--- src/rtl/gpio_port_regs.vh ---
// Register offsets, field positions and reset values for the 8-bit GPIO port.
// Included by the port core only; the helpers do not use it; definitions only.
`ifndef GPIO_PORT_REGS_VH
`define GPIO_PORT_REGS_VH

`define ADDR_PORT_PIN_DATA       4'h0
`define ADDR_PORT_OUTPUT_LATCH   4'h1
`define ADDR_PORT_DIRECTION      4'h2
`define ADDR_PULLUP_ENABLE_MASK  4'h3
`define ADDR_CHANGE_IRQ_ENABLE   4'h4
`define ADDR_INTERRUPT_CTRL_1    4'h5
`define ADDR_INTERRUPT_CTRL_2    4'h6
`define ADDR_ANALOG_SELECT_HIGH  4'h7

`define BIT_CHANGE_IRQ_FLAG      0
`define BIT_CHANGE_IRQ_GLOBAL_EN 3
`define BIT_PULLUP_GLOBAL_DIS    7

`define RST_DIRECTION            8'hff
`define RST_LATCH                8'h00
`define RST_PULLUP_MASK          8'h00
`define RST_CHANGE_MASK          4'h0
`define RST_PULLUP_GLOBAL_DIS    1'b1
`define RST_CHANGE_GLOBAL_EN     1'b0
`define RST_CHANGE_FLAG          1'b0
`define RST_ANALOG_SELECT        5'h1f
`define RST_READ_DATA            8'h00
`define ANALOG_LOW_MASK          8'h1f
`define ANALOG_LOW_PINS          5
`define ANALOG_SELECT_ALL        5'h1f
`define ANALOG_SELECT_NONE       5'h00
`define CHANGE_MASK_LSB          4

`endif

--- src/rtl/gpio_port.v ---
// Eight-pin bidirectional general-purpose port with weak pull-ups and
// interrupt-on-change on the upper four pins.
// Assumes a simple register port: one-cycle strobes, read data a cycle later.
//
// The placing of the registers and strobed register access were decided locally.
`timescale 1ns/1ps
`include "gpio_port_regs.vh"
module gpio_port #(
  parameter WIDTH = 8
) (
  // Clock and resets
  input  wire             clk_in,
  input  wire             rst_n_in,
  input  wire             por_n_in,
  // Configuration strap: 1 selects analog start-up of the low pins
  input  wire             analog_default_cfg_in,
  // Register port
  input  wire [3:0]       addr_in,
  input  wire [7:0]       wdata_in,
  input  wire             wr_in,
  input  wire             rd_in,
  input  wire             mem_to_mem_move_in,
  output reg  [7:0]       rdata_out,
  // Pins
  input  wire [WIDTH-1:0] pin_in,
  output wire [WIDTH-1:0] pin_out,
  output wire [WIDTH-1:0] pin_oe_out,
  output wire [WIDTH-1:0] pullup_en_out,
  // Interrupt
  output wire             change_irq_out,
  output wire             wake_out
);
  // Strap sequencer states, one-hot
  localparam [1:0] ST_STRAP = 2'b01;
  localparam [1:0] ST_RUN   = 2'b10;

  // Registers and their next values
  reg  [WIDTH-1:0] latch_q;
  reg  [WIDTH-1:0] latch_d;
  reg  [WIDTH-1:0] dir_q;
  reg  [WIDTH-1:0] dir_d;
  reg  [WIDTH-1:0] pu_mask_q;
  reg  [WIDTH-1:0] pu_mask_d;
  reg  [3:0]       ioc_mask_q;
  reg  [3:0]       ioc_mask_d;
  reg              pu_dis_q;
  reg              pu_dis_d;
  reg              ioc_gen_q;
  reg              ioc_gen_d;
  reg              flag_q;
  reg              flag_d;
  reg  [4:0]       ansel_q;
  reg  [4:0]       ansel_d;
  reg  [1:0]       state_q;
  reg  [1:0]       state_d;
  reg  [7:0]       rdata_d;
  // Decoded selects, write enables, read fields and pin view
  wire             sel_pin_data;
  wire             sel_latch;
  wire             sel_dir;
  wire             sel_pu_mask;
  wire             sel_ioc_mask;
  wire             sel_ctrl_1;
  wire             sel_ctrl_2;
  wire             sel_ansel;
  wire             we_latch;
  wire             we_dir;
  wire             we_pu_mask;
  wire             we_ioc_mask;
  wire             we_ctrl_1;
  wire             we_ctrl_2;
  wire             we_ansel;
  wire [7:0]       ioc_mask_rd;
  wire [7:0]       ctrl_1_rd;
  wire [7:0]       ctrl_2_rd;
  wire [7:0]       ansel_rd;
  wire [WIDTH-1:0] pin_read;
  wire             mismatch;
  wire             port_access;
  wire             flag_clear;

  // Address decode; unmapped offsets select nothing, so writes there are dropped
  assign sel_pin_data = (addr_in == `ADDR_PORT_PIN_DATA);
  assign sel_latch    = (addr_in == `ADDR_PORT_OUTPUT_LATCH);
  assign sel_dir      = (addr_in == `ADDR_PORT_DIRECTION);
  assign sel_pu_mask  = (addr_in == `ADDR_PULLUP_ENABLE_MASK);
  assign sel_ioc_mask = (addr_in == `ADDR_CHANGE_IRQ_ENABLE);
  assign sel_ctrl_1   = (addr_in == `ADDR_INTERRUPT_CTRL_1);
  assign sel_ctrl_2   = (addr_in == `ADDR_INTERRUPT_CTRL_2);
  assign sel_ansel    = (addr_in == `ADDR_ANALOG_SELECT_HIGH);

  // Write enables, one per register
  assign we_latch    = wr_in & (sel_pin_data | sel_latch);
  assign we_dir      = wr_in & sel_dir;
  assign we_pu_mask  = wr_in & sel_pu_mask;
  assign we_ioc_mask = wr_in & sel_ioc_mask;
  assign we_ctrl_1   = wr_in & sel_ctrl_1;
  assign we_ctrl_2   = wr_in & sel_ctrl_2;
  assign we_ansel    = wr_in & sel_ansel;

  // Per-pin data path
  genvar i;
  generate
    for (i = 0; i < WIDTH; i = i + 1) begin : g_pin
      // Direction 0 drives the latch out; direction 1 releases the pin
      assign pin_out[i]    = latch_q[i];
      assign pin_oe_out[i] = ~dir_q[i];
      if (i < `ANALOG_LOW_PINS) begin : g_ana
        // Analog-selected pins read as zero, whatever the pin does
        assign pin_read[i] = pin_in[i] & ~ansel_q[i];
      end else begin : g_dig
        assign pin_read[i] = pin_in[i];
      end
    end
  endgenerate

  // Move accesses reach the port without disturbing the snapshot
  assign port_access = (rd_in | wr_in) & sel_pin_data & ~mem_to_mem_move_in;
  assign flag_clear  = we_ctrl_1 & ~wdata_in[`BIT_CHANGE_IRQ_FLAG];

  // Pull-ups follow the registers combinationally
  pullup_ctrl #(
    .WIDTH (WIDTH)
  ) u_pullup (
    .mask_in       (pu_mask_q),
    .global_dis_in (pu_dis_q),
    .direction_in  (dir_q),
    .pullup_en_out (pullup_en_out)
  );

  // Change detector; its snapshot clears on power-on only
  change_detect #(
    .WIDTH (4)
  ) u_change (
    .clk_in       (clk_in),
    .por_n_in     (por_n_in),
    .pins_in      (pin_read[7:4]),
    .enable_in    (ioc_mask_q),
    .direction_in (dir_q[7:4]),
    .refresh_in   (port_access),
    .mismatch_out (mismatch)
  );

  // Two reset domains: every register below clears on the general reset
  // (power-on, master clear, brown-out), while the change snapshot only
  // clears on power-on, so a mismatch that outlives a master clear raises
  // the flag again once the change mask is written back.

  // Output latch: pin data and latch offsets both write it, so
  // read-modify-write on the latch never picks up pin levels
  always @* begin
    latch_d = latch_q;
    if (we_latch) begin
      latch_d = wdata_in;
    end
  end

  always @(posedge clk_in or negedge rst_n_in) begin
    if (!rst_n_in) begin
      latch_q <= `RST_LATCH;
    end else begin
      latch_q <= latch_d;
    end
  end

  // Direction: reset leaves every pin an input
  always @* begin
    dir_d = dir_q;
    if (we_dir) begin
      dir_d = wdata_in;
    end
  end

  always @(posedge clk_in or negedge rst_n_in) begin
    if (!rst_n_in) begin
      dir_q <= `RST_DIRECTION;
    end else begin
      dir_q <= dir_d;
    end
  end

  // Pull-up mask
  always @* begin
    pu_mask_d = pu_mask_q;
    if (we_pu_mask) begin
      pu_mask_d = wdata_in;
    end
  end

  always @(posedge clk_in or negedge rst_n_in) begin
    if (!rst_n_in) begin
      pu_mask_q <= `RST_PULLUP_MASK;
    end else begin
      pu_mask_q <= pu_mask_d;
    end
  end

  // Change mask: only the upper four bits exist
  always @* begin
    ioc_mask_d = ioc_mask_q;
    if (we_ioc_mask) begin
      ioc_mask_d = wdata_in[7:`CHANGE_MASK_LSB];
    end
  end

  always @(posedge clk_in or negedge rst_n_in) begin
    if (!rst_n_in) begin
      ioc_mask_q <= `RST_CHANGE_MASK;
    end else begin
      ioc_mask_q <= ioc_mask_d;
    end
  end

  // Global pull-up disable; set out of reset so pull-ups start off
  always @* begin
    pu_dis_d = pu_dis_q;
    if (we_ctrl_2) begin
      pu_dis_d = wdata_in[`BIT_PULLUP_GLOBAL_DIS];
    end
  end

  always @(posedge clk_in or negedge rst_n_in) begin
    if (!rst_n_in) begin
      pu_dis_q <= `RST_PULLUP_GLOBAL_DIS;
    end else begin
      pu_dis_q <= pu_dis_d;
    end
  end

  // Global change enable
  always @* begin
    ioc_gen_d = ioc_gen_q;
    if (we_ctrl_1) begin
      ioc_gen_d = wdata_in[`BIT_CHANGE_IRQ_GLOBAL_EN];
    end
  end

  always @(posedge clk_in or negedge rst_n_in) begin
    if (!rst_n_in) begin
      ioc_gen_q <= `RST_CHANGE_GLOBAL_EN;
    end else begin
      ioc_gen_q <= ioc_gen_d;
    end
  end

  // Strap sequencer: the strap is caught on the first edge after reset
  // release; an analog-select write in that same cycle is lost
  always @* begin
    state_d = state_q;
    ansel_d = ansel_q;
    case (state_q)
      ST_STRAP: begin
        ansel_d = analog_default_cfg_in ? `ANALOG_SELECT_ALL : `ANALOG_SELECT_NONE;
        state_d = ST_RUN;
      end
      ST_RUN: begin
        if (we_ansel) begin
          ansel_d = wdata_in[4:0];
        end
      end
      default: begin
        state_d = ST_RUN;
      end
    endcase
  end

  always @(posedge clk_in or negedge rst_n_in) begin
    if (!rst_n_in) begin
      state_q <= ST_STRAP;
      ansel_q <= `RST_ANALOG_SELECT;
    end else begin
      state_q <= state_d;
      ansel_q <= ansel_d;
    end
  end

  // Flag: a live mismatch sets it every cycle and wins over a clear,
  // so software must access the port before the clear can stick
  always @* begin
    flag_d = flag_q;
    if (mismatch) begin
      flag_d = 1'b1;
    end else if (flag_clear) begin
      flag_d = 1'b0;
    end
  end

  always @(posedge clk_in or negedge rst_n_in) begin
    if (!rst_n_in) begin
      flag_q <= `RST_CHANGE_FLAG;
    end else begin
      flag_q <= flag_d;
    end
  end

  // The request is a level, so it also serves as the wake-up from sleep
  assign change_irq_out = flag_q & ioc_gen_q;
  assign wake_out       = change_irq_out;

  always @* begin
    case (addr_in)
      `ADDR_PORT_PIN_DATA:      rdata_d = pin_read;
      `ADDR_PORT_OUTPUT_LATCH:  rdata_d = latch_q;
      `ADDR_PORT_DIRECTION:     rdata_d = dir_q;
      `ADDR_PULLUP_ENABLE_MASK: rdata_d = pu_mask_q;
      `ADDR_CHANGE_IRQ_ENABLE:  rdata_d = ioc_mask_rd;
      `ADDR_INTERRUPT_CTRL_1:   rdata_d = ctrl_1_rd;
      `ADDR_INTERRUPT_CTRL_2:   rdata_d = ctrl_2_rd;
      `ADDR_ANALOG_SELECT_HIGH: rdata_d = ansel_rd;
      default:                  rdata_d = 8'h00;
    endcase
  end

  // Read fields; unimplemented bits read as zero
  assign ioc_mask_rd = {ioc_mask_q, 4'h0};
  assign ctrl_1_rd   = {4'h0, ioc_gen_q, 2'b00, flag_q};
  assign ctrl_2_rd   = {pu_dis_q, 7'h00};
  assign ansel_rd    = {3'h0, ansel_q};

  // Read data stand for one cycle only and are zero otherwise
  always @(posedge clk_in or negedge rst_n_in) begin
    if (!rst_n_in) begin
      rdata_out <= `RST_READ_DATA;
    end else if (rd_in) begin
      rdata_out <= rdata_d;
    end else begin
      rdata_out <= 8'h00;
    end
  end
endmodule

--- src/rtl/pullup_ctrl.v ---
// Per-pin weak pull-up enable logic for the 8-bit port.
// Assumes direction bit 1 means input; all inputs come from registers.
`timescale 1ns/1ps
module pullup_ctrl #(
  parameter WIDTH = 8
) (
  // Configuration
  input  wire [WIDTH-1:0] mask_in,
  input  wire             global_dis_in,
  input  wire [WIDTH-1:0] direction_in,
  // Pull-up drive
  output wire [WIDTH-1:0] pullup_en_out
);
  genvar i;
  generate
    for (i = 0; i < WIDTH; i = i + 1) begin : g_pu
      // Outputs never get a pull-up, whatever the mask says
      assign pullup_en_out[i] = mask_in[i] & ~global_dis_in & direction_in[i];
    end
  endgenerate
endmodule

--- src/rtl/change_detect.v ---
// Interrupt-on-change mismatch detector for the upper port pins.
// The snapshot sits on its own power-on reset so that master-clear and
// brown-out resets leave it alone.
`timescale 1ns/1ps
module change_detect #(
  parameter WIDTH = 4
) (
  // Clock and power-on reset
  input  wire             clk_in,
  input  wire             por_n_in,
  // Pin state and configuration
  input  wire [WIDTH-1:0] pins_in,
  input  wire [WIDTH-1:0] enable_in,
  input  wire [WIDTH-1:0] direction_in,
  input  wire             refresh_in,
  // Result
  output wire             mismatch_out
);
  reg  [WIDTH-1:0] snapshot_q;
  wire [WIDTH-1:0] diff;

  always @(posedge clk_in or negedge por_n_in) begin
    if (!por_n_in) begin
      snapshot_q <= {WIDTH{1'b0}};
    end else if (refresh_in) begin
      snapshot_q <= pins_in;
    end
  end

  genvar i;
  generate
    for (i = 0; i < WIDTH; i = i + 1) begin : g_cmp
      assign diff[i] = enable_in[i] & direction_in[i] & (pins_in[i] ^ snapshot_q[i]);
    end
  endgenerate

  assign mismatch_out = |diff;
endmodule

--- config.mk ---
export PLATFORM = sky130hd
export DESIGN_NAME = gpio_port
export DESIGN_NICKNAME = d
export VERILOG_FILES = /design/src/rtl/gpio_port.v /design/src/rtl/pullup_ctrl.v /design/src/rtl/change_detect.v
export VERILOG_INCLUDE_DIRS = /design/src /design/src/rtl
export SDC_FILE = /design/constraint.sdc
export NUM_CORES = 1
export LEC_CHECK = 0
export BUFFER_PORTS_ARGS = -buffer_cell sky130_fd_sc_hd__buf_2
export CORE_ASPECT_RATIO = 0.9
export CORE_MARGIN = 10
export CORE_UTILIZATION = 35
export CTS_CLUSTER_DIAMETER = 60
export CTS_CLUSTER_SIZE = 10
export DETAILED_ROUTE_END_ITERATION = 10
export PLACE_DENSITY_LB_ADDON = 0.15
export SLEW_MARGIN = 15
export SYNTH_ARGS = -nofsm -noshare
export SYNTH_HDL_FRONTEND = slang
export SYNTH_SLANG_ARGS = --single-unit
--- constraint.sdc ---
create_clock -name clk_in -period 2.6 [get_ports clk_in]
set_clock_uncertainty 0.2 [all_clocks]
set_input_delay 0.52 -clock clk_in [delete_from_list [all_inputs] [get_ports clk_in]]
set_output_delay 0.52 -clock clk_in [all_outputs]
set_load 0.01 [all_outputs]
==> results.yml <==
drt:
  vias: 1872
  wl_per_cell_microns: 18.9
  drtPass1Iterations: 5
  drc: 0
  via_per_inst: 4.99
  drt_wl_total_microns: 7100
  drt-initial-drc-count: 72
  ant_nets: 0
critical_path:
  r2r_cells: 4
  start_kind: "flip-flop"
  cp_top_family: "flip-flops"
  crit_start: "dir_q[7]"
  critPathMaxFanout: 3
  reg2reg_setup_slack_ns: 0.96
  path_class: "reg -> out"
  crit_path_end_kind: "output port"
  reg2reg_to: "ansel_q[3]"
  cpPeakStageDelay_ns: 0.56
  arrival_ns: 1.26
  path_buf_inv: 2
  reg2reg_from: "state_q[0]"
  cp_cell_sequence: "inv_1 -> nor3b_1 -> buf_2"
  required_ns: 1.88
  slowest_stage: "dfstp_2"
  cp.depth: 3
finish:
  fillCellCount: 724
  final_common_cell: "buf_2"
  antenna_cells: 0
  area_growth_pct: 20.8
  final_nets: 308
  drive_gt1_frac: 0.479
  final_cell_mix: "60 x buf_2, 36 x mux2_2, 35 x dfrtp_1"
floorplanning:
  initial_core_util: 0.358
  dieArea_sq_um: 11000
  io_pins: 61
  core-area_sq_um: 7040
  rows: 29
  die_w_microns: 109
  die_h_microns: 101
pwr:
  intPower_w: 0.00160
  switching_share: 0.290
  combPwrFrac: 0.223
  ir_worst_vdd_uv: 274
  p_per_area_nw_per_um2: 741
  power.total_w: 0.00226
  leakagePower_nw: 1.40
  power_frac_seq: 0.475
  power.switching_w: 0.000654
  p_clk_frac: 0.302
sta:
  worst_slack_ns: 0.620
  tightest_slew_ns: 0.602
  finalSetupTns_ns: 0
  relSlewSlack: 0.599
  hold_viol_final: 0
  finalCriticalPeriod_ns: 1.98
  max_freq_ghz: 0.505
  finalCritPeriodShare: 0.761
  setup_violations: 0
  rsz0062_at_grt: "no"
  report.final.slew_viol_count: 0
grt:
  grt_pass1_vias: 1986
  antenna_found_initial: 0
  overflow: 0
  track_usage: 0.132
  grt_pass1_wl_microns: 11300
  grt_max_degree: 47
clocking:
  clkTransAtPathRegs_ns: 0.10
  cts_setup_buffers: 0
  cts_made_buffers: 5
  cts.sinks: 50
  clk_path_buf_depth: 2
  root_buffer: "clkbuf_8"
  insertion_delay_ns: 0.31
  h-tree-depth: 2
  tritoncts: "built"
place:
  place.port_buffers: 60
  pre_cts_slack_ns: 0.375
  hpwl_microns: 5410
  place_congestion: 0.787
synthesis:
  synth-async-reset-ratio: 1.00
  syn_inst: 223
  ys_ff_latch: 50
  yosysWarnings: 0
  avgSynthCellArea_sq_um: 11.3
  synth-edff-count: 0
  synth_area_sq_um: 2520
  ys.flop_type: "dfrtp_1"
  yosysSeqAreaShare: 0.504
  syn_nets: 250
  yosysUniqueCellTypes: 42
outcome:
  status: "finished clean"
flow_run:
  drv_cap: 0
worst_hold_path:
  min-delay-path-class: "in -> async"
## power groups by stage
stage | logic (W) | clock network [W] | registers (W)
6_report | 0.000504 | 0.000681 | 0.00107
3_5_place_dp | 0.000510 | 0 | 0.00109
3_3_place_gp | 0.000506 | 0 | 0.00109
4_1_cts | 0.000514 | 0.000698 | 0.00108
5_1_grt | 0.000565 | 0.000719 | 0.00110
2_1_floorplan | 0.000312 | 0 | 0.00105
## layer usage
metal / share of wire / track usage
met5: 0 / 0
met4: 0.0045 / 0.0390
met3: 0.076 / 0.0435
met2: 0.42 / 0.179
met1: 0.50 / 0.193
## worst max-delay path by stage
stage                                  end  slack, ns
CTS                       pullup_en_out[7]       0.60
detailed placement              pin_out[1]       0.38
global placement                pin_out[6]       0.42
global route              pullup_en_out[7]       0.57
finish                    pullup_en_out[7]       0.62
floorplan           u_change.snapshot_q[1]       0.70
## area by class of cell
type                    instances  area [sq um]  share of cell area
repair buffers                 63           338               0.111
flip-flops and latches         50          1270               0.417
clock inverters                 2          60.1              0.0197
inverters                      11          41.3              0.0136
multi-input cells             150          1140               0.374
well taps                      93           116              0.0382
clock buffers                   6          82.6              0.0271
## flip-flops by register name, indices dropped and copies added (netlist names)
register	flops
ioc_gen_q	1
state_q	2
pu_mask_q	8
u_change.snapshot_q	4
pin_out	8
pu_dis_q	1
ioc_mask_q	4
ansel_q	5
dir_q	8
flag_q	1
rdata_out	8
## cell families after synthesis
kind of cell | share of synthesized area
XOR/XNOR | 0.0139
AND/OR/NAND/NOR | 0.158
AO/OA/AOI/OAI | 0.0998
flip-flops | 0.504
other | 0.00298
buffers and inverters | 0.0447
multiplexers | 0.177
## synthesized netlist by cell type, types with 2 or more instances
master,instances,area share
mux2_2,36,0.16
nand2b_1,2,0.0050
nor2b_1,2,0.0050
o221a_2,5,0.022
xor2_1,4,0.014
a32oi_1,2,0.0069
inv_1,11,0.016
and3_1,2,0.0050
clkbuf_1,3,0.0045
and2_1,2,0.0050
buf_4,4,0.012
a22oi_1,4,0.012
mux2i_1,4,0.016
conb_1,2,0.0030
nor3_1,2,0.0040
nor2b_2,2,0.0069
dfstp_2,15,0.16
nand4_1,3,0.0074
nand2_1,16,0.024
o21ai_0,11,0.022
dfrtp_1,35,0.35
nor3b_1,3,0.0089
nand3_1,6,0.012
buf_2,3,0.0060
a21oi_1,9,0.018
nand3b_1,5,0.015
a22o_1,2,0.0069
nor2_1,14,0.021
## through the flow
stage / std cells / area (sq um) / util / hold WS (ns)
2_1_floorplan: 223 / 2520 / - / 0.0244
3_3_place_gp: 366 / 2890 / 0.411 / 0.133
3_5_place_dp: 366 / 2890 / 0.411 / 0.137
4_1_cts: 375 / 3050 / 0.433 / 0.115
5_1_grt: 375 / 3050 / 0.433 / 0.142
6_report: 375 / 3050 / 0.433 / 0.0920
## what timing repair did
item,4_1_cts,5_1_grt
gates resized for setup,0,0
endpoints found under the hold margin,4,0
hold buffers,1,0
Power figures use the tool's default switching activity.
